### src/rtl/urhd_pkg.sv
// Purpose: Shared constants and types for the root hub descriptor block
// Assumes: 32-bit APB, pclk at 20 MHz
// Notes:   Offsets are byte addresses of aligned words
package urhd_pkg;
    // Register map
    localparam logic [11:0] OFF_DESC_A    = 12'h048;
    localparam logic [11:0] OFF_DESC_B    = 12'h04c;
    localparam logic [11:0] OFF_RH_STATUS = 12'h050;
    localparam logic [11:0] OFF_PORT_CMD  = 12'h060;
    // Descriptor A field positions
    localparam int DA_PSD_LSB    = 24;
    localparam int DA_OC_DIS     = 12;
    localparam int DA_OC_SCOPE   = 11;
    localparam int DA_COMPOUND   = 10;
    localparam int DA_ALWAYS_PWR = 9;
    localparam int DA_SW_SCOPE   = 8;
    // Descriptor B, hub status and port command positions
    localparam int DB_MASK_LSB   = 16;
    localparam int RS_GPWR_OFF   = 0;
    localparam int RS_OC_IND     = 1;
    localparam int RS_GPWR_ON    = 16;
    localparam int PC_ON_LSB     = 1;
    localparam int PC_OFF_LSB    = 9;
    // Reset values and port counts
    localparam logic [1:0] PSD_RST = 2'h1;
    localparam logic [7:0] PORTS_3 = 8'h03;
    localparam logic [7:0] PORTS_2 = 8'h02;
    localparam int         NPORT   = 3;
    // Settle timing: one delay unit is 2 ms
    localparam int PSD_UNIT_NS   = 2000000;
    localparam int CLK_PERIOD_NS = 50;
    localparam int PSD_UNIT_CYC  = PSD_UNIT_NS / CLK_PERIOD_NS;
    localparam int SETTLE_W      = 18;
    // Port power settle states
    typedef enum logic [2:0] {
        PS_OFF    = 3'b001,
        PS_SETTLE = 3'b010,
        PS_GOOD   = 3'b100
    } urhd_pstate_t;
endpackage

### src/rtl/urhd_ifs.sv
// Purpose: Carriers between the descriptor block and its helpers
// Assumes: All signals on pclk
// Notes:   Bus carrier is driven by the APB slave, answered by the top
interface urhd_bus_if;
    logic [11:0] addr;
    logic [31:0] wdata;
    logic        wr_go;
    logic [31:0] rdata;
    logic        hit;
    modport slave (output addr, output wdata, output wr_go, input rdata, input hit);
    modport regs  (input addr, input wdata, input wr_go, output rdata, output hit);
endinterface

interface urhd_pwr_if;
    logic [1:0] psd;
    logic       always_pwr;
    logic       sw_scope;
    logic [3:1] mask;
    logic [3:1] en;
    logic       gon;
    logic       goff;
    logic [3:1] pon;
    logic [3:1] poff;
    logic       usb_rst;
    logic [3:1] port_power;
    logic       power_good;
    modport ctrl (output psd, output always_pwr, output sw_scope, output mask, output en,
                  output gon, output goff, output pon, output poff, output usb_rst,
                  input port_power, input power_good);
    modport pwr  (input psd, input always_pwr, input sw_scope, input mask, input en,
                  input gon, input goff, input pon, input poff, input usb_rst,
                  output port_power, output power_good);
endinterface

### src/rtl/urhd_apb_slave.sv
// Purpose: APB slave front end with one wait state
// Assumes: Master holds the request until pready
// Notes:   Writes land on the completing edge only
module urhd_apb_slave
    import urhd_pkg::*;
(
    input  logic        pclk,
    input  logic        presetn,
    input  logic        psel,
    input  logic        penable,
    input  logic        pwrite,
    input  logic [11:0] paddr,
    input  logic [31:0] pwdata,
    output logic [31:0] prdata,
    output logic        pready,
    output logic        pslverr,
    urhd_bus_if.slave   bus
);
    typedef struct packed {
        logic        ready;
        logic        err;
        logic [31:0] rdata;
    } urhd_apb_st_t;

    urhd_apb_st_t st_q;
    urhd_apb_st_t st_d;
    logic         first_acc;

    // First access cycle samples the map; the second completes
    assign first_acc = psel & penable & ~st_q.ready;
    assign bus.addr  = paddr;
    assign bus.wdata = pwdata;
    assign bus.wr_go = psel & penable & st_q.ready & pwrite & bus.hit;

    // Read data captured a cycle early so prdata leaves a flop
    always_comb
    begin
        st_d       = st_q;
        st_d.ready = first_acc;
        st_d.err   = first_acc & ~bus.hit;
        if (first_acc)
        begin
            st_d.rdata = (pwrite | ~bus.hit) ? 32'h0000_0000 : bus.rdata;
        end
    end

    always_ff @(posedge pclk or negedge presetn)
    begin
        if (!presetn)
            st_q <= '0;
        else
            st_q <= st_d;
    end

    assign prdata  = st_q.rdata;
    assign pready  = st_q.ready;
    assign pslverr = st_q.err;
endmodule

### src/rtl/urhd_port_power.sv
// Purpose: Port power switch control with settle timer
// Assumes: Command pulses last one cycle
// Notes:   power_good waits the programmed settle delay after any port turns on
module urhd_port_power
    import urhd_pkg::*;
#(
    parameter int unsigned UNIT_CYC = PSD_UNIT_CYC
)
(
    input  logic      pclk,
    input  logic      presetn,
    urhd_pwr_if.pwr   p
);
    typedef struct packed {
        urhd_pstate_t          ps;
        logic [3:1]            pwr;
        logic [SETTLE_W-1:0]   cnt;
        logic                  good;
    } urhd_pp_st_t;

    urhd_pp_st_t st_q;
    urhd_pp_st_t st_d;
    logic        rise;

    // Settle length in cycles for a delay code
    function automatic logic [SETTLE_W-1:0] settle_load(input logic [1:0] code);
        settle_load = SETTLE_W'(int'(code) * int'(UNIT_CYC));
    endfunction

    // Port switch update, then settle sequencing
    always_comb
    begin
        st_d = st_q;
        rise = 1'b0;
        for (int i = 1; i <= NPORT; i++)
        begin
            if (p.always_pwr)
                st_d.pwr[i] = 1'b1;
            else if (p.sw_scope && p.mask[i])
            begin
                if (p.pon[i])
                    st_d.pwr[i] = 1'b1;
                else if (p.poff[i])
                    st_d.pwr[i] = 1'b0;
            end
            else
            begin
                if (p.gon)
                    st_d.pwr[i] = 1'b1;
                else if (p.goff)
                    st_d.pwr[i] = 1'b0;
            end
        end
        // Hub reset drops switched power, never the always-on case
        if (p.usb_rst && !p.always_pwr)
            st_d.pwr = 3'h0;
        st_d.pwr = st_d.pwr & p.en;
        rise     = |(st_d.pwr & ~st_q.pwr);
        case (st_q.ps)
            PS_OFF:
            begin
                if (rise)
                begin
                    st_d.ps  = PS_SETTLE;
                    st_d.cnt = settle_load(p.psd);
                end
            end
            PS_SETTLE:
            begin
                if (st_d.pwr == 3'h0)
                    st_d.ps = PS_OFF;
                else if (rise)
                    st_d.cnt = settle_load(p.psd);
                else if (st_q.cnt == '0)
                    st_d.ps = PS_GOOD;
                else
                    st_d.cnt = st_q.cnt - 1'b1;
            end
            PS_GOOD:
            begin
                if (st_d.pwr == 3'h0)
                    st_d.ps = PS_OFF;
                else if (rise)
                begin
                    st_d.ps  = PS_SETTLE;
                    st_d.cnt = settle_load(p.psd);
                end
            end
            default:
                st_d.ps = PS_OFF;
        endcase
        st_d.good = (st_d.ps == PS_GOOD);
    end

    always_ff @(posedge pclk or negedge presetn)
    begin
        if (!presetn)
            st_q <= '{ps: PS_OFF, default: '0};
        else
            st_q <= st_d;
    end

    assign p.port_power = st_q.pwr;
    assign p.power_good = st_q.good;
endmodule

### src/rtl/urhd_top.sv
// Purpose: Root hub descriptor registers and port power control
// Assumes: APB master per AMBA, inputs synchronous to pclk
// Notes:   Descriptors clear on presetn only; hub reset leaves them alone
//
// Design decision made here: the APB register port.

// What this block and its software do
// Descriptors reset only by hardware reset
// Software programs descriptors once at init
// Settle delay byte, 2 ms units, default 01h
// Only delay bits 25:24 stored, rest zero
// Software writes nonzero settle delay
// Bit 12 set disables over-current reporting
// Over-current scope bit, global reporting only
// Compound device bit reads zero always
// Bit 9 set keeps ports always powered
// Switching scope bit, global unless per-port
// Port count 3 or 2 by enable
// Mask bit selects per-port power commands
// Status bit 16 write issues global on
// Reserved and unused bits read zero
module urhd_top
    import urhd_pkg::*;
#(
    parameter int unsigned PSD_UNIT_CYCLES = PSD_UNIT_CYC
)
(
    input  logic        pclk,
    input  logic        presetn,
    input  logic        psel,
    input  logic        penable,
    input  logic        pwrite,
    input  logic [11:0] paddr,
    input  logic [31:0] pwdata,
    output logic [31:0] prdata,
    output logic        pready,
    output logic        pslverr,
    input  logic        third_port_en,
    input  logic        usb_state_reset,
    input  logic [3:1]  oc_sense,
    output logic [3:1]  port_power,
    output logic        power_good,
    output logic        overcurrent_alert
);
    typedef struct packed {
        logic [1:0] psd;
        logic       oc_dis;
        logic       oc_scope;
        logic       always_pwr;
        logic       sw_scope;
        logic [3:1] mask;
        logic       oc_alert;
    } urhd_desc_st_t;

    localparam urhd_desc_st_t DESC_RST = '{psd: PSD_RST, default: '0};

    urhd_bus_if    bus ();
    urhd_pwr_if    pw ();
    urhd_desc_st_t st_q;
    urhd_desc_st_t st_d;
    logic          wr_a;
    logic          wr_b;
    logic          wr_rs;
    logic          wr_pc;
    logic [31:0]   rd;
    logic          hit;
    logic [1:0]    psd_wr;

    // Downstream port count follows the third-port enable
    function automatic logic [7:0] port_count(input logic third);
        port_count = third ? PORTS_3 : PORTS_2;
    endfunction

    // Ports that exist for a given enable
    function automatic logic [3:1] en_mask(input logic third);
        en_mask = third ? 3'h7 : 3'h3;
    endfunction

    // Completing write to one register
    function automatic logic wr_at(input logic go, input logic [11:0] a,
                                   input logic [11:0] off);
        wr_at = go & (a == off);
    endfunction

    urhd_apb_slave u_apb
    (
        .pclk    (pclk),
        .presetn (presetn),
        .psel    (psel),
        .penable (penable),
        .pwrite  (pwrite),
        .paddr   (paddr),
        .pwdata  (pwdata),
        .prdata  (prdata),
        .pready  (pready),
        .pslverr (pslverr),
        .bus     (bus)
    );

    urhd_port_power #(
        .UNIT_CYC (PSD_UNIT_CYCLES)
    ) u_pwr
    (
        .pclk    (pclk),
        .presetn (presetn),
        .p       (pw)
    );

    // Write strobes per register
    assign wr_a   = wr_at(bus.wr_go, bus.addr, OFF_DESC_A);
    assign wr_b   = wr_at(bus.wr_go, bus.addr, OFF_DESC_B);
    assign wr_rs  = wr_at(bus.wr_go, bus.addr, OFF_RH_STATUS);
    assign wr_pc  = wr_at(bus.wr_go, bus.addr, OFF_PORT_CMD);
    assign psd_wr = bus.wdata[DA_PSD_LSB +: 2];

    // Commands are write-one pulses; zeros do nothing
    assign pw.gon  = wr_rs & bus.wdata[RS_GPWR_ON];
    assign pw.goff = wr_rs & bus.wdata[RS_GPWR_OFF];
    assign pw.pon  = wr_pc ? bus.wdata[PC_ON_LSB +: NPORT] : 3'h0;
    assign pw.poff = wr_pc ? bus.wdata[PC_OFF_LSB +: NPORT] : 3'h0;

    // Configuration handed to the power switch control
    assign pw.psd        = st_q.psd;
    assign pw.always_pwr = st_q.always_pwr;
    assign pw.sw_scope   = st_q.sw_scope;
    assign pw.mask       = st_q.mask;
    assign pw.en         = en_mask(third_port_en);
    assign pw.usb_rst    = usb_state_reset;

    // Register updates; hub-state reset deliberately not used here
    always_comb
    begin
        st_d = st_q;
        if (wr_a)
        begin
            st_d.psd        = psd_wr;
            st_d.oc_dis     = bus.wdata[DA_OC_DIS];
            st_d.oc_scope   = bus.wdata[DA_OC_SCOPE];
            st_d.always_pwr = bus.wdata[DA_ALWAYS_PWR];
            st_d.sw_scope   = bus.wdata[DA_SW_SCOPE];
        end
        if (wr_b)
            st_d.mask = bus.wdata[DB_MASK_LSB + 1 +: NPORT];
        // Scope bit is stored only; reporting is always global
        st_d.oc_alert = ~st_q.oc_dis & |(oc_sense & en_mask(third_port_en));
    end

    always_ff @(posedge pclk or negedge presetn)
    begin
        if (!presetn)
            st_q <= DESC_RST;
        else
            st_q <= st_d;
    end

    // Read mux; anything not listed answers with an error
    always_comb
    begin
        rd  = 32'h0000_0000;
        hit = 1'b1;
        case (bus.addr)
            OFF_DESC_A:
            begin
                rd[DA_PSD_LSB +: 2]  = st_q.psd;
                rd[DA_OC_DIS]        = st_q.oc_dis;
                rd[DA_OC_SCOPE]      = st_q.oc_scope;
                rd[DA_COMPOUND]      = 1'b0;
                rd[DA_ALWAYS_PWR]    = st_q.always_pwr;
                rd[DA_SW_SCOPE]      = st_q.sw_scope;
                rd[7:0]              = port_count(third_port_en);
            end
            OFF_DESC_B:
                rd[DB_MASK_LSB + 1 +: NPORT] = st_q.mask;
            OFF_RH_STATUS:
                rd[RS_OC_IND] = st_q.oc_alert;
            OFF_PORT_CMD:
                rd[PC_ON_LSB +: NPORT] = pw.port_power;
            default:
                hit = 1'b0;
        endcase
    end

    assign bus.rdata = rd;
    assign bus.hit   = hit;

    // Outputs leave flops directly
    assign port_power        = pw.port_power;
    assign power_good        = pw.power_good;
    assign overcurrent_alert = st_q.oc_alert;
endmodule

### config.mk
export PLATFORM = sky130hd
export DESIGN_NAME = urhd_top
export DESIGN_NICKNAME = d
export VERILOG_FILES = /design/src/rtl/urhd_pkg.sv /design/src/rtl/urhd_ifs.sv /design/src/rtl/urhd_apb_slave.sv /design/src/rtl/urhd_port_power.sv /design/src/rtl/urhd_top.sv
export SDC_FILE = /design/constraint.sdc
export NUM_CORES = 1
export LEC_CHECK = 0
export ABC_AREA = 1
export ABC_CLOCK_PERIOD_IN_PS = 2530
export BUFFER_PORTS_ARGS = -buffer_cell sky130_fd_sc_hd__clkbuf_2
export CAP_MARGIN = 20
export CORE_ASPECT_RATIO = 2
export CORE_MARGIN = 2
export CORE_UTILIZATION = 53
export DETAILED_ROUTE_END_ITERATION = 10
export PLACE_DENSITY = 0.81
export SLEW_MARGIN = 20
export SYNTH_ARGS = -nofsm -noshare
export SYNTH_HDL_FRONTEND = slang
export SYNTH_SLANG_ARGS = --single-unit
### constraint.sdc
create_clock -name pclk -period 2.53 [get_ports pclk]
set_input_delay 0 -clock pclk [delete_from_list [all_inputs] [get_ports pclk]]
set_output_delay 0 -clock pclk [all_outputs]
set_load 0.01 [all_outputs]
==> flow_results.org, run 1 <==
** Clock network
- Clock latency on the worst-skew pair, taken at its later pin, is roughly 0.30 ns.
- CTS built an H-tree with a depth of 2.
- CTS saw 50 sinks.
- Number of buffers created by CTS :: 5
- Clock-pin slew was measured on the worst setup and hold paths at 0.07 ns.
- Number of buffers on the longest clock path :: 2
- CTS tree :: built
- Clock tree synthesis selected as its root buffer the cell sky130_fd_sc_hd__clkbuf_16.

** Die
- During I/O placement, the number of pins put on the boundary was 93.
- Initial Util :: 0.542
- From left edge to right edge, the die measures ~59 µm.
- Number of placement rows :: 40
- Measured along the y axis, the die boundary spans approximately 110 µm.
- Overall die area :: ~6800 µm²
- After floorplanning, the core was sized to cover roughly 6000 µm².

** Synth
- Measured against the total synthesized area, the mux share comes to 0.0244.
- Of the total synthesized cell area, the portion taken by XOR and XNOR cells is 0.0407.
- Synth async-reset ratio :: 1.00
- Of the post-synthesis cell area, the dominant cell type holds 0.372.
- Most instantiated library cell after synthesis :: sky130_fd_sc_hd__nand2_1
- Count of unique library cells instantiated by Yosys :: 38
- Proportion of synthesized chip area in sequential cells :: 0.388
- Summed over all instances, the cell type with the most area after synthesis is sky130_fd_sc_hd__dfrtp_1.
- After synthesis, the largest family of logic cells by area is simple AND/OR/NAND/NOR gates.
- For this run, the number of Yosys warnings is 0.
- Total standard cell area after synthesis :: 3230 µm²
- After synthesis, the most frequently instantiated cells are 103 x sky130_fd_sc_hd__nand2_1, 48 x sky130_fd_sc_hd__dfrtp_1, 31 x sky130_fd_sc_hd__inv_1, 31 x sky130_fd_sc_hd__nand3_1, 24 x sky130_fd_sc_hd__buf_4.
- Counting every instance in the synthesized netlist gives roughly 400.
- Yosys mapped a number of flops with a built-in enable equal to 0.
- The post-synthesis compound-gate area fraction came to 0.0539.
- Flip-flop cell with the highest count after synthesis :: sky130_fd_sc_hd__dfrtp_1
- Of the total synthesized cell area, the portion taken by AND, OR, NAND and NOR gates is 0.369.
- Leading post-synthesis cells by cell area :: sky130_fd_sc_hd__dfrtp_1 37%, sky130_fd_sc_hd__nand2_1 12%, sky130_fd_sc_hd__buf_4 5.6%, sky130_fd_sc_hd__nand3_1 4.8%, sky130_fd_sc_hd__inv_1 3.6%
- Number of storage elements in the synthesis netlist :: 50
- Of the total synthesized cell area, the portion taken by full adders, half adders and majority gates is 0.0155.
- Avg Inst Size Synth :: between 8 and 9 µm²

** Placed design
- Once placement completed, the tool counted placed cells totaling approximately 500.
- Dpl hpwl :: between 5000 and 6000 µm
- In this run the tool buffered the top-level ports with 56 buffer cells.
- Pre-CTS setup slack :: between 0.09 and 0.1 ns
- Placer Congestion :: between 0.8 and 0.9
- After detailed placement, the total cell area comes to 3490 µm².

** Timing
- After layout, the minimum clock period comes to 2.38 ns.
- Post-route clock period utilization :: 0.941
- For the pin with the worst max-slew slack, the measured transition is roughly 0.64 ns.
- Clock skew on the completed layout was measured at 0.00705 ns.
- Once routing completed, OpenROAD measured the worst setup slack at about 0.15 ns.
- Slew headroom :: 0.575
- The final count of pins violating max slew is 0.
- Setup violations remaining at the end of the flow were counted as 0.
- F_max :: about 420 MHz
- Worst hold slack after final layout :: roughly 0.022 ns
- Final Hold Vio Count :: 0

** Min path
- The min-delay analysis places its worst path in the category input port to flip-flop.

** Detailed routing
- Wire per inst :: ~15 µm
- Total via count in the routed design :: between 2k and 3k
- Final routed DRC violation total :: 0
- Wires add up to roughly 7900 µm.
- Initial drt markers :: 104
- In the routed layout, each cell is associated on average with a via count of between 5 and 6.
- DRT antenna net count :: 0
- First drt pass iteration count :: 4

** Global routing
- The number of global-route vias before repair is slightly below 3k.
- Pin count of the biggest net entering global routing :: 27
- The first global-routing pass estimated between 10000 and 15000 µm of wire.
- Total Routing Usage GR :: 0.250
- The total overflow left after global routing is 0.
- Antenna violations before repair :: 0

** Setup path
- Crit end category :: flip-flop
- STA puts the critical path data required time at ~2.8 ns.
- By startpoint and endpoint, the worst setup path is classified as flip-flop to flip-flop.
- Along the worst path, the maximum fanout reaches 14.
- Crit path DAT :: roughly 2.6 ns
- Startpoint types :: flip-flop

** Pwr
- Static power due to leakage :: 0.00210 µW
- VDD sags by at most 0.000595 V.
- Overall Power :: roughly 2300 µW
- In this run the power density over the cells is a little under 600 nW/µm².

** Cells and area
- Post-route cell area :: just under 4000 µm²
- Fraction of layout instances using a drive strength above 1 :: 0.310
- The number of antenna diodes in the final layout is 0.
- Multi-input logic area :: 1750 µm²
- The count of cells in the finished layout, fillers not included, comes to 534.
- Storage element area :: between 1000 and 1500 µm²
- The area growth from synthesis to layout is 20.2%.
- Number of fillers in the final layout :: about 500
- After the last flow step, the layout net total stands at 528.

** Status
- Status :: finished, final reports clean

** Flow run
- Across the run, the number of max-cap violations was 0.
[metal layers]
layer / global-route usage / share of wire / up-vias
li1: - / - / 1379
met1: 0.251 / 0.33 / 1356
met2: 0.466 / 0.59 / 92
met3: 0.0373 / 0.038 / 30
met4: 0.132 / 0.046 / 0
met5: 0 / 0 / -
[stage by stage]
step,utilization,setup TNS [ns]
2_1_floorplan,-,0
6_report,0.652,0
3_3_place_gp,0.587,0
3_5_place_dp,0.587,0
5_1_grt,0.652,-0.130
4_1_cts,0.633,0
[repair_timing]
action | CTS | global route
endpoints found under the setup margin | 0 | 19
gates resized for setup | 0 | 10
endpoints found under the hold margin | 32 | 0
setup buffers | 0 | 7
hold buffers | 13 | 0
[power by group]
group | internal (µW) | switching [µW]
clock | 370 | 309
combinational | 295 | 352
sequential | 884 | 103
[area by class of cell]
| cell class | count | share of cell area |
|---|---|---|
| multi-input combinational | 295 | 0.451 |
| sequential | 50 | 0.323 |
| timing repair buffer | 80 | 0.130 |
| inverter | 38 | 0.0368 |
| clock buffer | 5 | 0.0322 |
| tap | 63 | 0.0203 |
| clock inverter | 3 | 0.00613 |
[path summary, 6_finish.rpt]
kind / from / to / depth (start not counted) / slack [ns]
min in group asynchronous: presetn / u_pwr.st_q[17] / 2 / 0.25
hold / removal: pwdata[9] / pw.always_pwr / 3 / 0.02
hold reg to reg: u_apb.pready / u_apb.pready / 1 / 0.48
max in group asynchronous: presetn / pw.psd[0] / 3 / 1.45
setup / recovery: u_pwr.st_q[1] / u_pwr.st_q[16] / 14 / 0.15
setup reg to reg: u_pwr.st_q[1] / u_pwr.st_q[16] / 14 / 0.15
[logic make-up (layout without fill, tap and decap cells)]
logic type	count (synthesis)	after routing
AO/OA/AOI/OAI	27	27
XOR/XNOR	15	15
AND/OR/NAND/NOR	222	223
adder cells (fa/ha/maj)	4	4
multiplexers	7	7
other	1	19
buffers and inverters	64	126
flip-flops	50	50
[cells in the final DEF, fill, tap and decap left out, types with 8 or more instances in the layout]
cell type,Yosys,routed
sky130_fd_sc_hd__nand2_1,103,100
sky130_fd_sc_hd__nor2_2,8,8
sky130_fd_sc_hd__nand3_1,31,31
sky130_fd_sc_hd__inv_1,31,31
sky130_fd_sc_hd__buf_4,24,10
sky130_fd_sc_hd__nand2_2,18,21
sky130_fd_sc_hd__clkbuf_2,0,56
sky130_fd_sc_hd__o21ai_0,11,11
sky130_fd_sc_hd__nor2_1,19,18
sky130_fd_sc_hd__dfrtp_1,48,48
sky130_fd_sc_hd__conb_1,1,19
sky130_fd_sc_hd__dlygate4sd3_1,0,13
sky130_fd_sc_hd__xor2_1,8,8
sky130_fd_sc_hd__nand3_2,9,9
sky130_fd_sc_hd__nor3_1,12,12
[worst max-delay path: stages, from the launching register on]
cell and delay (ns):
sky130_fd_sc_hd__dfrtp_1 0.40, sky130_fd_sc_hd__inv_1 0.08, sky130_fd_sc_hd__ha_2 0.20, sky130_fd_sc_hd__nand2_2 0.10, sky130_fd_sc_hd__nor3_4 0.18, sky130_fd_sc_hd__nor3b_4 0.24
sky130_fd_sc_hd__nand2_2 0.12, sky130_fd_sc_hd__nor2_4 0.11, sky130_fd_sc_hd__nand2_2 0.09, sky130_fd_sc_hd__nor3_4 0.23, sky130_fd_sc_hd__nand2_4 0.10, sky130_fd_sc_hd__nand2_8 0.14
sky130_fd_sc_hd__buf_12 0.15, sky130_fd_sc_hd__nand3_1 0.08, sky130_fd_sc_hd__nand2_1 0.08
[flip-flops by register name (all words and copies together), names as in the netlist]
register	count
st_q	2
u_apb.pready	1
u_pwr.p.port_power	3
pw.sw_scope	1
u_apb.prdata	13
pw.mask	3
overcurrent_alert	1
pw.always_pwr	1
u_pwr.p.power_good	1
u_apb.pslverr	1
u_pwr.st_q	21
pw.psd	2
(Power assumes the default switching activity.)
==> run 2: changes to the inputs <==
--- a/config.mk
+++ b/config.mk
@@ -6,14 +6,14 @@
 export NUM_CORES = 1
 export LEC_CHECK = 0
 export ABC_AREA = 1
-export ABC_CLOCK_PERIOD_IN_PS = 2530
+export ABC_CLOCK_PERIOD_IN_PS = 2029
 export BUFFER_PORTS_ARGS = -buffer_cell sky130_fd_sc_hd__clkbuf_2
 export CAP_MARGIN = 20
 export CORE_ASPECT_RATIO = 2
 export CORE_MARGIN = 2
-export CORE_UTILIZATION = 53
+export CORE_UTILIZATION = 47
 export DETAILED_ROUTE_END_ITERATION = 10
-export PLACE_DENSITY = 0.81
+export PLACE_DENSITY = 0.76
 export SLEW_MARGIN = 20
 export SYNTH_ARGS = -nofsm -noshare
 export SYNTH_HDL_FRONTEND = slang
==> constraint.sdc (replaced) <==
create_clock -name pclk -period 2.03 [get_ports pclk]
set_input_delay 0 -clock pclk [delete_from_list [all_inputs] [get_ports pclk]]
set_output_delay 0 -clock pclk [all_outputs]
set_load 0.01 [all_outputs]
==> flow_results.org, run 2 (same netlist as run 1, synthesis figures left out) <==
** Status
- Violated checks :: setup timing
- Status: finished with violations (was finished, final reports clean).

** Flow run
- Reported max-cap violation count :: 0 (unchanged)

** Die
- The initial standard-cell utilization of the core is 0.488 (was 0.542).
- The die span in x is 62.6 µm (was 59.2 µm).
- Number of placement rows :: 42 (was 40)
- Vertical die dimension :: 121 µm (was 114 µm)
- Core Area :: 6620 µm² (was 5960 µm²)
- The area enclosed by the die boundary was 7590 µm² (was 6770 µm²).
- Number of top-level pins :: 93 (unchanged)

** Timing
- The slack of the critical path was -0.285 ns (was 0.150 ns).
- The ratio of final minimum period to clock period was 1.14 (was 0.941).
- Final Hold Vio Count :: 0 (unchanged)
- Worst hold slack after final layout :: 0.00787 ns (was 0.0220 ns)
- Worst clock skew :: 0.00763 ns (was 0.00705 ns)
- The final count of pins violating max slew is 0 (unchanged).
- Slew headroom :: 0.549 (was 0.575)
- The final number of setup-violating endpoints was 21 (was 0).
- Unrepaired setup endpoints after global routing :: yes
- The minimum clock period after layout was 2.31 ns (was 2.38 ns).
- Actual transition at the worst max-transition pin :: 0.676 ns (was 0.638 ns)
- F_max :: 432 MHz (was 420 MHz)

** Setup path
- Crit end category :: flip-flop (unchanged)
- The element type at the critical path start is a flip-flop (unchanged).
- The worst setup path category was flip-flop to flip-flop (unchanged).
- Worst-path maximum fanout :: 6 (was 14)
- The required time at the worst-slack endpoint is 2.26 ns (was 2.76 ns).
- The signal arrival time at the worst endpoint is 2.55 ns (was 2.61 ns).

** Pwr
- The overall power after layout came to 3350 µW (was 2310 µW).
- Power per Cell Area :: 778 nW/µm² (was 596 nW/µm²)
- The worst IR drop on VDD was 0.000588 V (was 0.000595 V).
- The leakage power total was 0.00232 µW (was 0.00210 µW).

** Clock network
- The TritonCTS sink count was 50 (unchanged).
- Clock tree root driver cell :: sky130_fd_sc_hd__clkbuf_16 (unchanged)
- The maximum clock insertion buffer count was 2 (unchanged).
- The level count of the clock H-tree is 2 (unchanged).
- Number of buffers created by CTS :: 5 (unchanged)
- The worst-skew pair later-pin latency came to 0.30 ns (about the same).
- The CTS tree was built (unchanged).
- CTS clk-pin slew, worst paths :: 0.07 ns (about the same)

** Cells and area
- Diode insertion count for antenna repair :: 0 (unchanged)
- End-of-flow core utilization :: 0.650 (was 0.652)
- The number of flip-flops in the largest register was 21 (unchanged).
- The most common library cell in the layout ignoring fill and taps is sky130_fd_sc_hd__nand2_1 (unchanged).
- The growth of design area from synthesis to finish is 33.3% (was 20.2%).
- The largest register by flop count is u_pwr.st_q (unchanged).
- Fraction of layout instances using a drive strength above 1 :: 0.380 (was 0.310)
- The number of nets in the finished design came to 555 (was 528).
- Highest-count cells in the layout ignoring fill and taps :: 98 x sky130_fd_sc_hd__nand2_1, 56 x sky130_fd_sc_hd__clkbuf_2, 48 x sky130_fd_sc_hd__dfrtp_1 (was 100 x sky130_fd_sc_hd__nand2_1, 56 x sky130_fd_sc_hd__clkbuf_2, 48 x sky130_fd_sc_hd__dfrtp_1)

** Detailed routing
- The detail-routed via count per cell is 5.31 (was 5.35).
- Initial drt markers :: 159 (was 104)
- The met3 wirelength from detailed routing is 537 µm (was 297 µm).
- The routed metal-1 wire length is 2940 µm (was 2610 µm).
- The remaining design rule violation count is 0 (unchanged).
- The average routed wire per standard cell came to 15.9 µm (was 14.8 µm).
- Amount of wire on met2 after detailed routing :: 5190 µm (was 4620 µm)
- Highest metal layer used by the detailed router :: met4 (unchanged)
- First drt pass iteration count :: 6 (was 4)
- The aggregate routed wire length was 9320 µm (was 7890 µm).
- The routed via count was 3112 (was 2857).
- The post-route antenna net violation count is 0 (unchanged).

** Placed design
- Dpl hpwl :: 6250 µm (was 5910 µm)
- # port buffers :: 56 (unchanged)
- The global placer's final weighted congestion came to 0.868 (was 0.892).
- Pre-CTS setup slack :: -0.114 ns (was 0.0991 ns)

** Global routing
- Total Routing Usage GR :: 0.238 (was 0.250)
- Sum of overflow across all layers after global routing :: 0 (unchanged)
- First-pass GRT wire length :: 13900 µm (was 12900 µm)
- The initial antenna violation count is 0 (unchanged).
- Pin count of the biggest net entering global routing :: 28 (was 27)
- The number of global-route vias before repair is 3080 (was 2924).

** Min path
- Classification of the worst-slack hold path :: input port to flip-flop (unchanged)
[run 2: what timing repair did]
item                                    4_1_cts  5_1_grt
setup buffers                                 1        2
pin swaps                                     2       10
cloned                                        2        3
gates resized for setup                       9       20
endpoints found under the setup margin       20       21
hold endpoints to repair                     31        0
hold buffers                                 12        0
[run 2: routing by layer]
| metal | up-vias | global-route usage |
|---|---|---|
| met1 | 1461 | 0.217 |
| met2 | 163 | 0.448 |
| met3 | 54 | 0.0399 |
| met5 | - | 0 |
| li1 | 1434 | - |
| met4 | 0 | 0.192 |
[run 2: path summary, 6_finish.rpt]
kind	start	endpoint	slack, ns	depth (start not counted)
hold / removal	pwdata[9]	pw.always_pwr	0.008	3
max in group asynchronous	presetn	pw.psd[0]	1.13	3
min in group asynchronous	presetn	u_pwr.st_q[17]	0.26	2
hold reg to reg	pw.always_pwr	pw.always_pwr	0.49	2
setup / recovery	u_pwr.st_q[3]	u_pwr.st_q[18]	-0.28	13
setup reg to reg	u_pwr.st_q[3]	u_pwr.st_q[18]	-0.28	13
[run 2: through the flow]
step,cells,area (µm²),setup TNS (ns)
floorplan,408,3300,-1.97
global placement,558,3760,-0.228
detailed placement,558,3760,-1.59
CTS,581,4140,-1.18
global route,586,4300,-7.22
finish,586,4300,-3.71
[run 2: area by class of cell]
type / instances / area (µm²)
fillers: 553 / 2320
multi-input cells: 296 / 1850
flip-flops and latches: 50 / 1250
repair buffers: 106 / 782
inverters: 38 / 143
clock buffers: 5 / 125
well taps: 88 / 110
clock inverters: 3 / 43.8
[run 2: critical path: stages (launching register included)]
cell	delay, ns
sky130_fd_sc_hd__dfrtp_1	0.42
sky130_fd_sc_hd__nor2_1	0.20
sky130_fd_sc_hd__nand2_4	0.09
sky130_fd_sc_hd__nor3_4	0.14
sky130_fd_sc_hd__nor3b_4	0.25
sky130_fd_sc_hd__nand2_2	0.12
sky130_fd_sc_hd__nor2_4	0.15
sky130_fd_sc_hd__nand2_2	0.09
sky130_fd_sc_hd__nor3_4	0.17
sky130_fd_sc_hd__nand2_4	0.09
sky130_fd_sc_hd__nand2_8	0.15
sky130_fd_sc_hd__buf_16	0.14
sky130_fd_sc_hd__nand3_1	0.12
sky130_fd_sc_hd__nand2_1	0.12
[run 2: power breakdown]
part / switching [µW] / total (µW) / internal (µW)
clock network: 399 / 983 / 584
registers: 136 / 1240 / 1100
logic: 560 / 1130 / 568
total: 1100 / 3350 / 2250
